===== src/irq_gate_cfg.svh =====
// constants of the interrupt enable gate: register indices,
// field positions and widths, reset values and write masks.
// assumes a 32-bit AHB-Lite slave port, one register to a word.
`ifndef IRQ_GATE_CFG_SVH
`define IRQ_GATE_CFG_SVH

// ==========================================================
// register indices; byte address is four times the index
`define PRI_MASK_IDX      10'h0a8
`define SEC_MASK_IDX      10'h0a9
`define EVT_STAT_IDX      10'h0f0
`define EVT_MASK_IDX      10'h0f1
`define REQ_VIEW_IDX      10'h0f2

// ==========================================================
// field positions and widths
`define GLOBAL_GATE_BIT   7
`define PRI_EN_BITS       6
`define SEC_EN_BITS       8
`define PIN_A_EN_BIT      0
`define PIN_B_EN_BIT      2
`define PIN_C_EN_BIT      2

// ==========================================================
// reset values and write masks
`define PRI_MASK_RST      8'h00
`define SEC_MASK_RST      8'h00
`define EVT_STAT_RST      14'h0000
`define EVT_MASK_RST      14'h0000
`define PRI_WR_MASK       8'hbf

`endif


===== src/irq_gate_pkg.sv =====
// types of the interrupt enable gate.
// assumes fourteen request sources in the order of the enable bits.
package irq_gate_pkg;

   // ==========================================================
   // register select, one-hot
   typedef enum logic [5:0] {
      SEL_NONE = 6'h01,
      SEL_PRI  = 6'h02,
      SEL_SEC  = 6'h04,
      SEL_STAT = 6'h08,
      SEL_MASK = 6'h10,
      SEL_VIEW = 6'h20
   } reg_sel_t;

   // ==========================================================
   // whole state of the block
   typedef struct packed {
      logic [7:0]  pri;
      logic [7:0]  sec;
      logic [13:0] stat;
      logic [13:0] evt_mask;
      logic [13:0] gated;
      logic        irq;
      logic        wake;
      logic        wr_pend;
      logic [9:0]  wr_idx;
      logic [31:0] rdata;
   } gate_state_t;

endpackage


===== src/irq_gate.sv =====
// interrupt enable gate with its AHB-Lite register port.
// assumes sources give level requests synchronous to hclk, the
// external pins are active low and already synchronised, and the
// core takes the gated request vector as levels.
`timescale 1ns/1ns
`include "irq_gate_cfg.svh"

module irq_gate #(
   parameter int NUM_SRC = 14
) (
   input  wire logic        hclk,
   input  wire logic        hresetn,
   input  wire logic        hsel,
   input  wire logic [31:0] haddr,
   input  wire logic [1:0]  htrans,
   input  wire logic        hwrite,
   input  wire logic [2:0]  hsize,
   input  wire logic [31:0] hwdata,
   input  wire logic        hready,
   output logic             hreadyout,
   output logic             hresp,
   output logic [31:0]      hrdata,
   input  wire logic [13:0] src_req,
   input  wire logic        outer_pin_a_n,
   input  wire logic        outer_pin_b_n,
   input  wire logic        outer_pin_c_n,
   output logic [13:0]      core_irq_req,
   output logic [2:0]       pin_wake_on,
   output logic             wake_req,
   output logic             irq
);
   import irq_gate_pkg::*;

   // ==========================================================
   // decode of a word index, used in both bus phases
   function automatic irq_gate_pkg::reg_sel_t decode_idx(
      input logic [9:0] idx
   );
      irq_gate_pkg::reg_sel_t sel;
      sel = SEL_NONE;
      if (idx == `PRI_MASK_IDX) begin
         sel = SEL_PRI;
      end else if (idx == `SEC_MASK_IDX) begin
         sel = SEL_SEC;
      end else if (idx == `EVT_STAT_IDX) begin
         sel = SEL_STAT;
      end else if (idx == `EVT_MASK_IDX) begin
         sel = SEL_MASK;
      end else if (idx == `REQ_VIEW_IDX) begin
         sel = SEL_VIEW;
      end
      return sel;
   endfunction

   // ==========================================================
   // read value of one register from a given state
   function automatic logic [31:0] read_val(
      input irq_gate_pkg::reg_sel_t sel,
      input irq_gate_pkg::gate_state_t st
   );
      logic [31:0] v;
      v = 32'h0000_0000;
      unique case (sel)
         SEL_PRI: begin
            v = {24'h00_0000, st.pri};
         end
         SEL_SEC: begin
            v = {24'h00_0000, st.sec};
         end
         SEL_STAT: begin
            v = {18'h0_0000, st.stat};
         end
         SEL_MASK: begin
            v = {18'h0_0000, st.evt_mask};
         end
         SEL_VIEW: begin
            v = {18'h0_0000, st.gated};
         end
         SEL_NONE: begin
            v = 32'h0000_0000;
         end
         default: begin
            v = 32'h0000_0000;
         end
      endcase
      return v;
   endfunction

   // ==========================================================
   // state
   gate_state_t s_reg;
   gate_state_t s_next;

   logic                  addr_take;
   logic [NUM_SRC-1:0]    src_en;
   logic [NUM_SRC-1:0]    gated_now;
   logic [NUM_SRC-1:0]    evt_set;
   logic [NUM_SRC-1:0]    evt_clr;
   logic [2:0]            pin_low;
   logic [2:0]            wake_en;
   reg_sel_t              wr_sel;
   reg_sel_t              rd_sel;

   // ==========================================================
   // per-source enable, one bit of a register for each source
   genvar g;
   generate
      for (g = 0; g < `PRI_EN_BITS; g = g + 1) begin : g_pri
         assign src_en[g] = s_reg.pri[g];
      end
      for (g = 0; g < `SEC_EN_BITS; g = g + 1) begin : g_sec
         assign src_en[`PRI_EN_BITS + g] = s_reg.sec[g];
      end
   endgenerate

   // all fourteen sources pass one and the same global gate
   assign gated_now = src_req & src_en
                    & {NUM_SRC{s_reg.pri[`GLOBAL_GATE_BIT]}};

   // ==========================================================
   // external pin wake-up; not held back by the global gate,
   // since a halted core cannot clear it anyway
   assign wake_en = {s_reg.sec[`PIN_C_EN_BIT],
                     s_reg.pri[`PIN_B_EN_BIT],
                     s_reg.pri[`PIN_A_EN_BIT]};
   assign pin_low = {~outer_pin_c_n, ~outer_pin_b_n, ~outer_pin_a_n};

   // ==========================================================
   // bus decode
   assign addr_take = hsel & htrans[1] & hready;
   assign wr_sel    = s_reg.wr_pend ? decode_idx(s_reg.wr_idx) : SEL_NONE;
   assign rd_sel    = decode_idx(haddr[11:2]);
   // haddr above bit 11 must be zero for a hit
   assign evt_set   = gated_now & ~s_reg.gated;
   assign evt_clr   = (wr_sel == SEL_STAT) ? hwdata[13:0] : '0;

   // ==========================================================
   // next state
   always_comb begin
      s_next = s_reg;
      s_next.wr_pend = 1'b0;
      // data phase of a write
      unique case (wr_sel)
         SEL_PRI: begin
            s_next.pri = hwdata[7:0] & `PRI_WR_MASK;
         end
         SEL_SEC: begin
            s_next.sec = hwdata[7:0];
         end
         SEL_MASK: begin
            s_next.evt_mask = hwdata[13:0];
         end
         SEL_STAT, SEL_VIEW, SEL_NONE: begin
            s_next.evt_mask = s_reg.evt_mask;
         end
         default: begin
            s_next.evt_mask = s_reg.evt_mask;
         end
      endcase
      // a new request in the clearing cycle survives the clear
      s_next.stat  = (s_reg.stat & ~evt_clr) | evt_set;
      s_next.gated = gated_now;
      s_next.irq   = |(s_next.stat & s_next.evt_mask);
      s_next.wake  = |(pin_low & wake_en);
      // address phase; read data taken from the next state so a
      // read right behind a write sees the written value
      if (addr_take) begin
         if (hwrite && (haddr[31:12] == 20'h0_0000)) begin
            s_next.wr_pend = 1'b1;
            s_next.wr_idx  = haddr[11:2];
         end
         // writes leave the last read data standing
         if (!hwrite) begin
            s_next.rdata = (haddr[31:12] == 20'h0_0000)
                         ? read_val(rd_sel, s_next) : 32'h0000_0000;
         end
      end
   end

   always_ff @(posedge hclk or negedge hresetn) begin
      if (!hresetn) begin
         s_reg.pri      <= `PRI_MASK_RST;
         s_reg.sec      <= `SEC_MASK_RST;
         s_reg.stat     <= `EVT_STAT_RST;
         s_reg.evt_mask <= `EVT_MASK_RST;
         s_reg.gated    <= 14'h0000;
         s_reg.irq      <= 1'b0;
         s_reg.wake     <= 1'b0;
         s_reg.wr_pend  <= 1'b0;
         s_reg.wr_idx   <= 10'h000;
         s_reg.rdata    <= 32'h0000_0000;
      end else begin
         s_reg <= s_next;
      end
   end

   // ==========================================================
   // outputs
   assign hreadyout    = 1'b1;
   assign hresp        = 1'b0;
   assign hrdata       = s_reg.rdata;
   assign core_irq_req = s_reg.gated;
   assign pin_wake_on  = wake_en;
   assign wake_req     = s_reg.wake;
   assign irq          = s_reg.irq;

endmodule


===== config.mk =====
export PLATFORM = sky130hd
export DESIGN_NAME = irq_gate
export DESIGN_NICKNAME = d
export VERILOG_FILES = /design/src/irq_gate_pkg.sv /design/src/irq_gate.sv
export VERILOG_INCLUDE_DIRS = /design/src
export SDC_FILE = /design/constraint.sdc
export NUM_CORES = 1
export LEC_CHECK = 0
export BUFFER_PORTS_ARGS = -buffer_cell sky130_fd_sc_hd__buf_2
export CORE_UTILIZATION = 25
export DETAILED_ROUTE_END_ITERATION = 10
export GPL_TIMING_DRIVEN = 0
export PLACE_DENSITY_LB_ADDON = 0.3
export SLEW_MARGIN = 5
export SYNTH_ARGS = -nofsm -noshare
export SYNTH_HDL_FRONTEND = slang
export SYNTH_SLANG_ARGS = --single-unit
export TNS_END_PERCENT = 1

===== constraint.sdc =====
create_clock -name hclk -period 2.4 [get_ports hclk]
set_input_delay 0.6 -clock hclk [delete_from_list [all_inputs] [get_ports hclk]]
set_output_delay 0.6 -clock hclk [all_outputs]
set_load 0.01 [all_outputs]

Word-level counts from Yosys, hierarchy flattened
Cells that the tools add are included.
Word-level totals
  bits in registers: 103
  input port bits: 91
  word-level logic and storage cells: 70
  output and inout port bits: 53
Cells by class
  equal/unequal tests: 19
  mux-type cells: 20
  bitwise gates (word level): 15
  reduce and logical (&&, ||, !) cells: 6
Operators by type and width (number)
  $eq A10 B8 Y1 const B: 10
  $and A14 B14 Y14: 5
  $pmux W14 S5: 1
  $mux W6: 11
  $mux W32: 2
  $mux W43: 1
  $mux W14: 2
  $not A14 Y14: 2
  $logic_not A20 Y1: 1
  $mux W8: 2
  $or A14 B14 Y14: 1
  $reduce_or A14 Y1: 1
  $eq A6 B2 Y1 const B: 2
  $eq A6 B3 Y1 const B: 2
  $eq A6 B4 Y1 const B: 2
  $eq A6 B5 Y1 const B: 2
  $mux W11: 1
  $eq A6 B6 Y1 const B: 1
  $not A1 Y1: 4
  $reduce_and A2 Y1: 2
  $and A3 B3 Y3: 1
  $reduce_or A3 Y1: 1
  $and A1 B1 Y1: 2
  $logic_and A1 B1 Y1: 1

Logic depth before layout (Yosys ltp)
  word-level depth: 16
  depth in mapped cells: 9
  gate-level depth less buffers: 7

Worst setup path after synthesis
No wires, ideal clock.
  path kind: input -> register
  start: input port haddr[11]
  end: register s_reg (netlist bit hrdata[4])
  buffers on the path: 1
  cell stages on the path: 7
  arrival time: 2.368 ns
  setup slack: -0.032 ns
  data required time: 2.336 ns
  cell sequence: or2_1 > or3_4 > or4b_4 > or2_1 > buf_2 > o221ai_1 > a21o_1
On the way
  word-level cells in the longest chain between the ends: 9
  elaborated cells on any way between the ends: 17
  classes of those cells: 10 x eq/ne; 7 x mux
Ends and longest elaborated chain
  from (decl): line irq_gate.sv:14  | input wire logic [31:0] haddr,
  $eq A10 B8 Y1 (no line)
  $mux W6: line irq_gate.sv:49  | end else if (idx == `REQ_VIEW_IDX) begin
  $mux W6: line irq_gate.sv:47  | end else if (idx == `EVT_MASK_IDX) begin
  $mux W6: line irq_gate.sv:45  | end else if (idx == `EVT_STAT_IDX) begin
  $mux W6: line irq_gate.sv:43  | end else if (idx == `SEC_MASK_IDX) begin
  $mux W6 (*): line irq_gate.sv:41  | if (idx == `PRI_MASK_IDX) begin
  $eq A6 B6 Y1 (tied with other cells): line irq_gate.sv:63  | unique case (sel)
  $pmux W14 S5 (*): line irq_gate.sv:63
  $mux W32 (*): line irq_gate.sv:175  | ? read_val(rd_sel, s_next) : 32'h0000_0000;
  to (signal assigned): line irq_gate.sv:193  | s_reg <= s_next;
  to (decl): line irq_gate.sv:91  | gate_state_t s_reg;
Mark *: on every way between the ends. The rest lies on a longest branch, timed or not.
A chain may end at the register's enable or synchronous reset.

==> results.json <==
{
  "status": "finished with violations",
  "violations": "setup timing",
  "synth-warning-count": 0,
  "cts_tree": "done",
  "async_flop_share_pct": 100.0,
  "cp_slowest_cell": "dfrtp_1",
  "hold_class": "in2async",
  "fin_ws_ns": -0.07401,
  "routed_wl_um": 12590,
  "cp-start-kind": "flip-flop",
  "p_per_area_nw_per_um2": 513.9,
  "timing.rr.start": "s_reg[34]",
  "rsz0062_at_grt": "yes",
  "diodes": 0,
  "vias_per_cell": 4.478,
  "fmaxAchievable_ghz": 0.4042,
  "crit_type": "reg2reg",
  "cp-startpoint": "s_reg[34]",
  "die_y_um": 135.2,
  "vdd_ir_drop_max_uv": 331.1,
  "hold_buffers": 0,
  "fillCellCount": 1803,
  "drcViolationCount": 0,
  "worstPathCellList": "or3b_4, or3_4, buf_12, a211oi_4, a2bb2o_4, nor4_4, nand4b_1",
  "gp_congestion": 0.8131,
  "yosys.area.top_type_share_pct": 47.97,
  "syn_area_per_cell_um2": 10.61,
  "hold_ws_ns": 0.2135,
  "ys_seq_area_share_pct": 47.97,
  "largest_reg_flops": 52,
  "ys_top_cells_by_count": "dfrtp_1, buf_4, inv_1",
  "synth_seq_cells": 85,
  "synth_flop_cell": "dfrtp_1",
  "wl_per_cell_um": 15.98,
  "power_uw": 2998,
  "insertion_delay_ns": 0.34,
  "cts_buffers": 9,
  "io_pins": 144,
  "tightest_slew_ns": 0.6940,
  "slew_headroom_pct": 53.73,
  "io_buffers": 98,
  "p_leak_uw": 0.003100,
  "setup_viol": 2,
  "yosys.area.top_type": "dfrtp_1",
  "yosys.cell_types.count": 62,
  "dieArea_um2": 18270,
  "dr.pass1.iters": 4,
  "htreeDepth": 3,
  "antenna_found_initial": 0,
  "cts_sinks": 85,
  "final_cell_area_um2": 5834,
  "worstPathMaxFanout": 8,
  "rr_worst_depth": 7,
  "synth-edff-count": 0,
  "reg2reg_to": "irq",
  "routed-via-count": 3529,
  "hold_viol_final": 0,
  "rows": 48,
  "critPathMaxStageDelay_ns": 0.42,
  "rrSetupSlack_ns": -0.07,
  "dp_hpwl_um": 9206,
  "grt_use_total_pct": 14.28,
  "arrival_ns": 2.67,
  "slew_violations": 0,
  "crit_path_end_kind": "flip-flop",
  "clockBufferDepth": 2,
  "ant_nets": 0,
  "crit_end": "irq",
  "start_util_pct": 25.64,
  "synth.most_common_cell": "dfrtp_1",
  "synthTopCellsByArea": "dfrtp_1, buf_4, mux2_2",
  "grt_start_max_net_pins": 53,
  "drt-initial-drc-count": 140,
  "placed_area_um2": 5306,
  "cap_violations": 0,
  "core_um2": 17300,
  "critical_path_required_ns": 2.59,
  "root_buffer": "clkbuf_16",
  "grt_overflow": 0,
  "period_needed_ns": 2.474,
  "die_w_um": 135.2,
  "synth_area_um2": 4434,
  "layout-drive-gt1-share_pct": 44.05,
  "grt_pass1_wl_um": 19470,
  "area_growth_pct": 31.57,
  "fin_nets": 649,
  "syn_inst": 418,
  "skew_ns": 0.005643,
  "post-route-period-util_pct": 103.1,
  "grt_pass1_vias": 3631,
  "clkSlewWorstSetupHoldPaths_ns": 0.06
}
==> placed cells by master (no fill, tap or decap), drive strengths merged, types with 3 or more instances in the layout <==
cell and instances:
mux2i 16, a21oi 13, o211ai 5, dfrtp 85, conb 20, o22ai 12
or2 3, buf 167, o21ai 8, clkbuf 19, o221ai 8, nand4 3
nor2 14, inv 45, a2bb2oi 3, nor2b 4, mux2 32, a22oi 3
nor3 3, clkinv 5, a21o 6, nand2 24, nand3 19, nor4 6
nand2b 3
==> worst min-delay path by stage <==
stage                 endpoint  slack, ns
3_3_place_gp         s_reg[60]       0.46
4_1_cts              s_reg[39]       0.23
2_1_floorplan  core_irq_req[0]       0.30
3_5_place_dp         s_reg[60]       0.47
6_report             s_reg[39]       0.21
5_1_grt              s_reg[39]       0.24
==> metal layers <==
layer | track usage [%] | vias up | routed length [µm]
li1 | - | 1680 | -
met2 | 25.07 | 137 | 6369
met1 | 17.49 | 1703 | 5266
met5 | 0 | - | 0
met4 | 4.370 | 0 | 123
met3 | 2.881 | 9 | 830
==> kinds of logic after synthesis <==
logic type / share of synthesized area [%]
buffers and inverters: 13.80
and+or+nand+nor: 13.26
DFF: 47.97
AOI/OAI and AO/OA: 13.06
muxes: 11.74
other: 0.1694
==> where the power goes <==
| group | switching (µW) | internal [µW] | leakage, µW | total, µW |
|---|---|---|---|---|
| sequential | 8.89 | 1450 | 0.00107 | 1460 |
| combinational | 134 | 107 | 0.00188 | 242 |
| clock | 548 | 748 | 0.000145 | 1300 |
==> through the flow <==
step                      TNS [ns]  utilization [%]  setup slack (ns)  instances
after global placement      -9.180            30.50           -0.5602        759
final                     -0.07717            33.73          -0.07401        788
after global routing       -0.6890            33.73           -0.1575        788
after floorplan                  0                -          0.003195        436
after detailed placement    -7.147            30.68           -0.5784        760
after CTS                  -0.3736            33.49           -0.1134        787
==> critical path: cells and delay by family (launching register included) <==
| kind | cells | cell delay (ns) |
|---|---|---|
| flip-flops | 1 | 0.42 |
| AND/OR/NAND/NOR | 4 | 1.23 |
| buffers and inverters | 1 | 0.16 |
| AO/OA/AOI/OAI | 2 | 0.52 |
==> repair_timing <==
action,CTS,global route
hold endpoints to repair,0,0
endpoints found under the setup margin,14,15
setup buffers,12,1
resized for setup,21,12
pin swaps,10,6
==> area by class of cell <==
class	instances	area [µm²]	area share, %
Buffer	63	464.2	7.956
Clock buffer	11	252.7	4.332
Clock inverter	5	25.02	0.4289
Inverter	45	168.9	2.895
Multi-Input combinational cell	242	1877	32.17
Sequential cell	85	2128	36.48
Tap cell	225	281.5	4.825
Timing Repair Buffer	112	636.9	10.92
No activity file was read; power rests on OpenSTA's default activity.
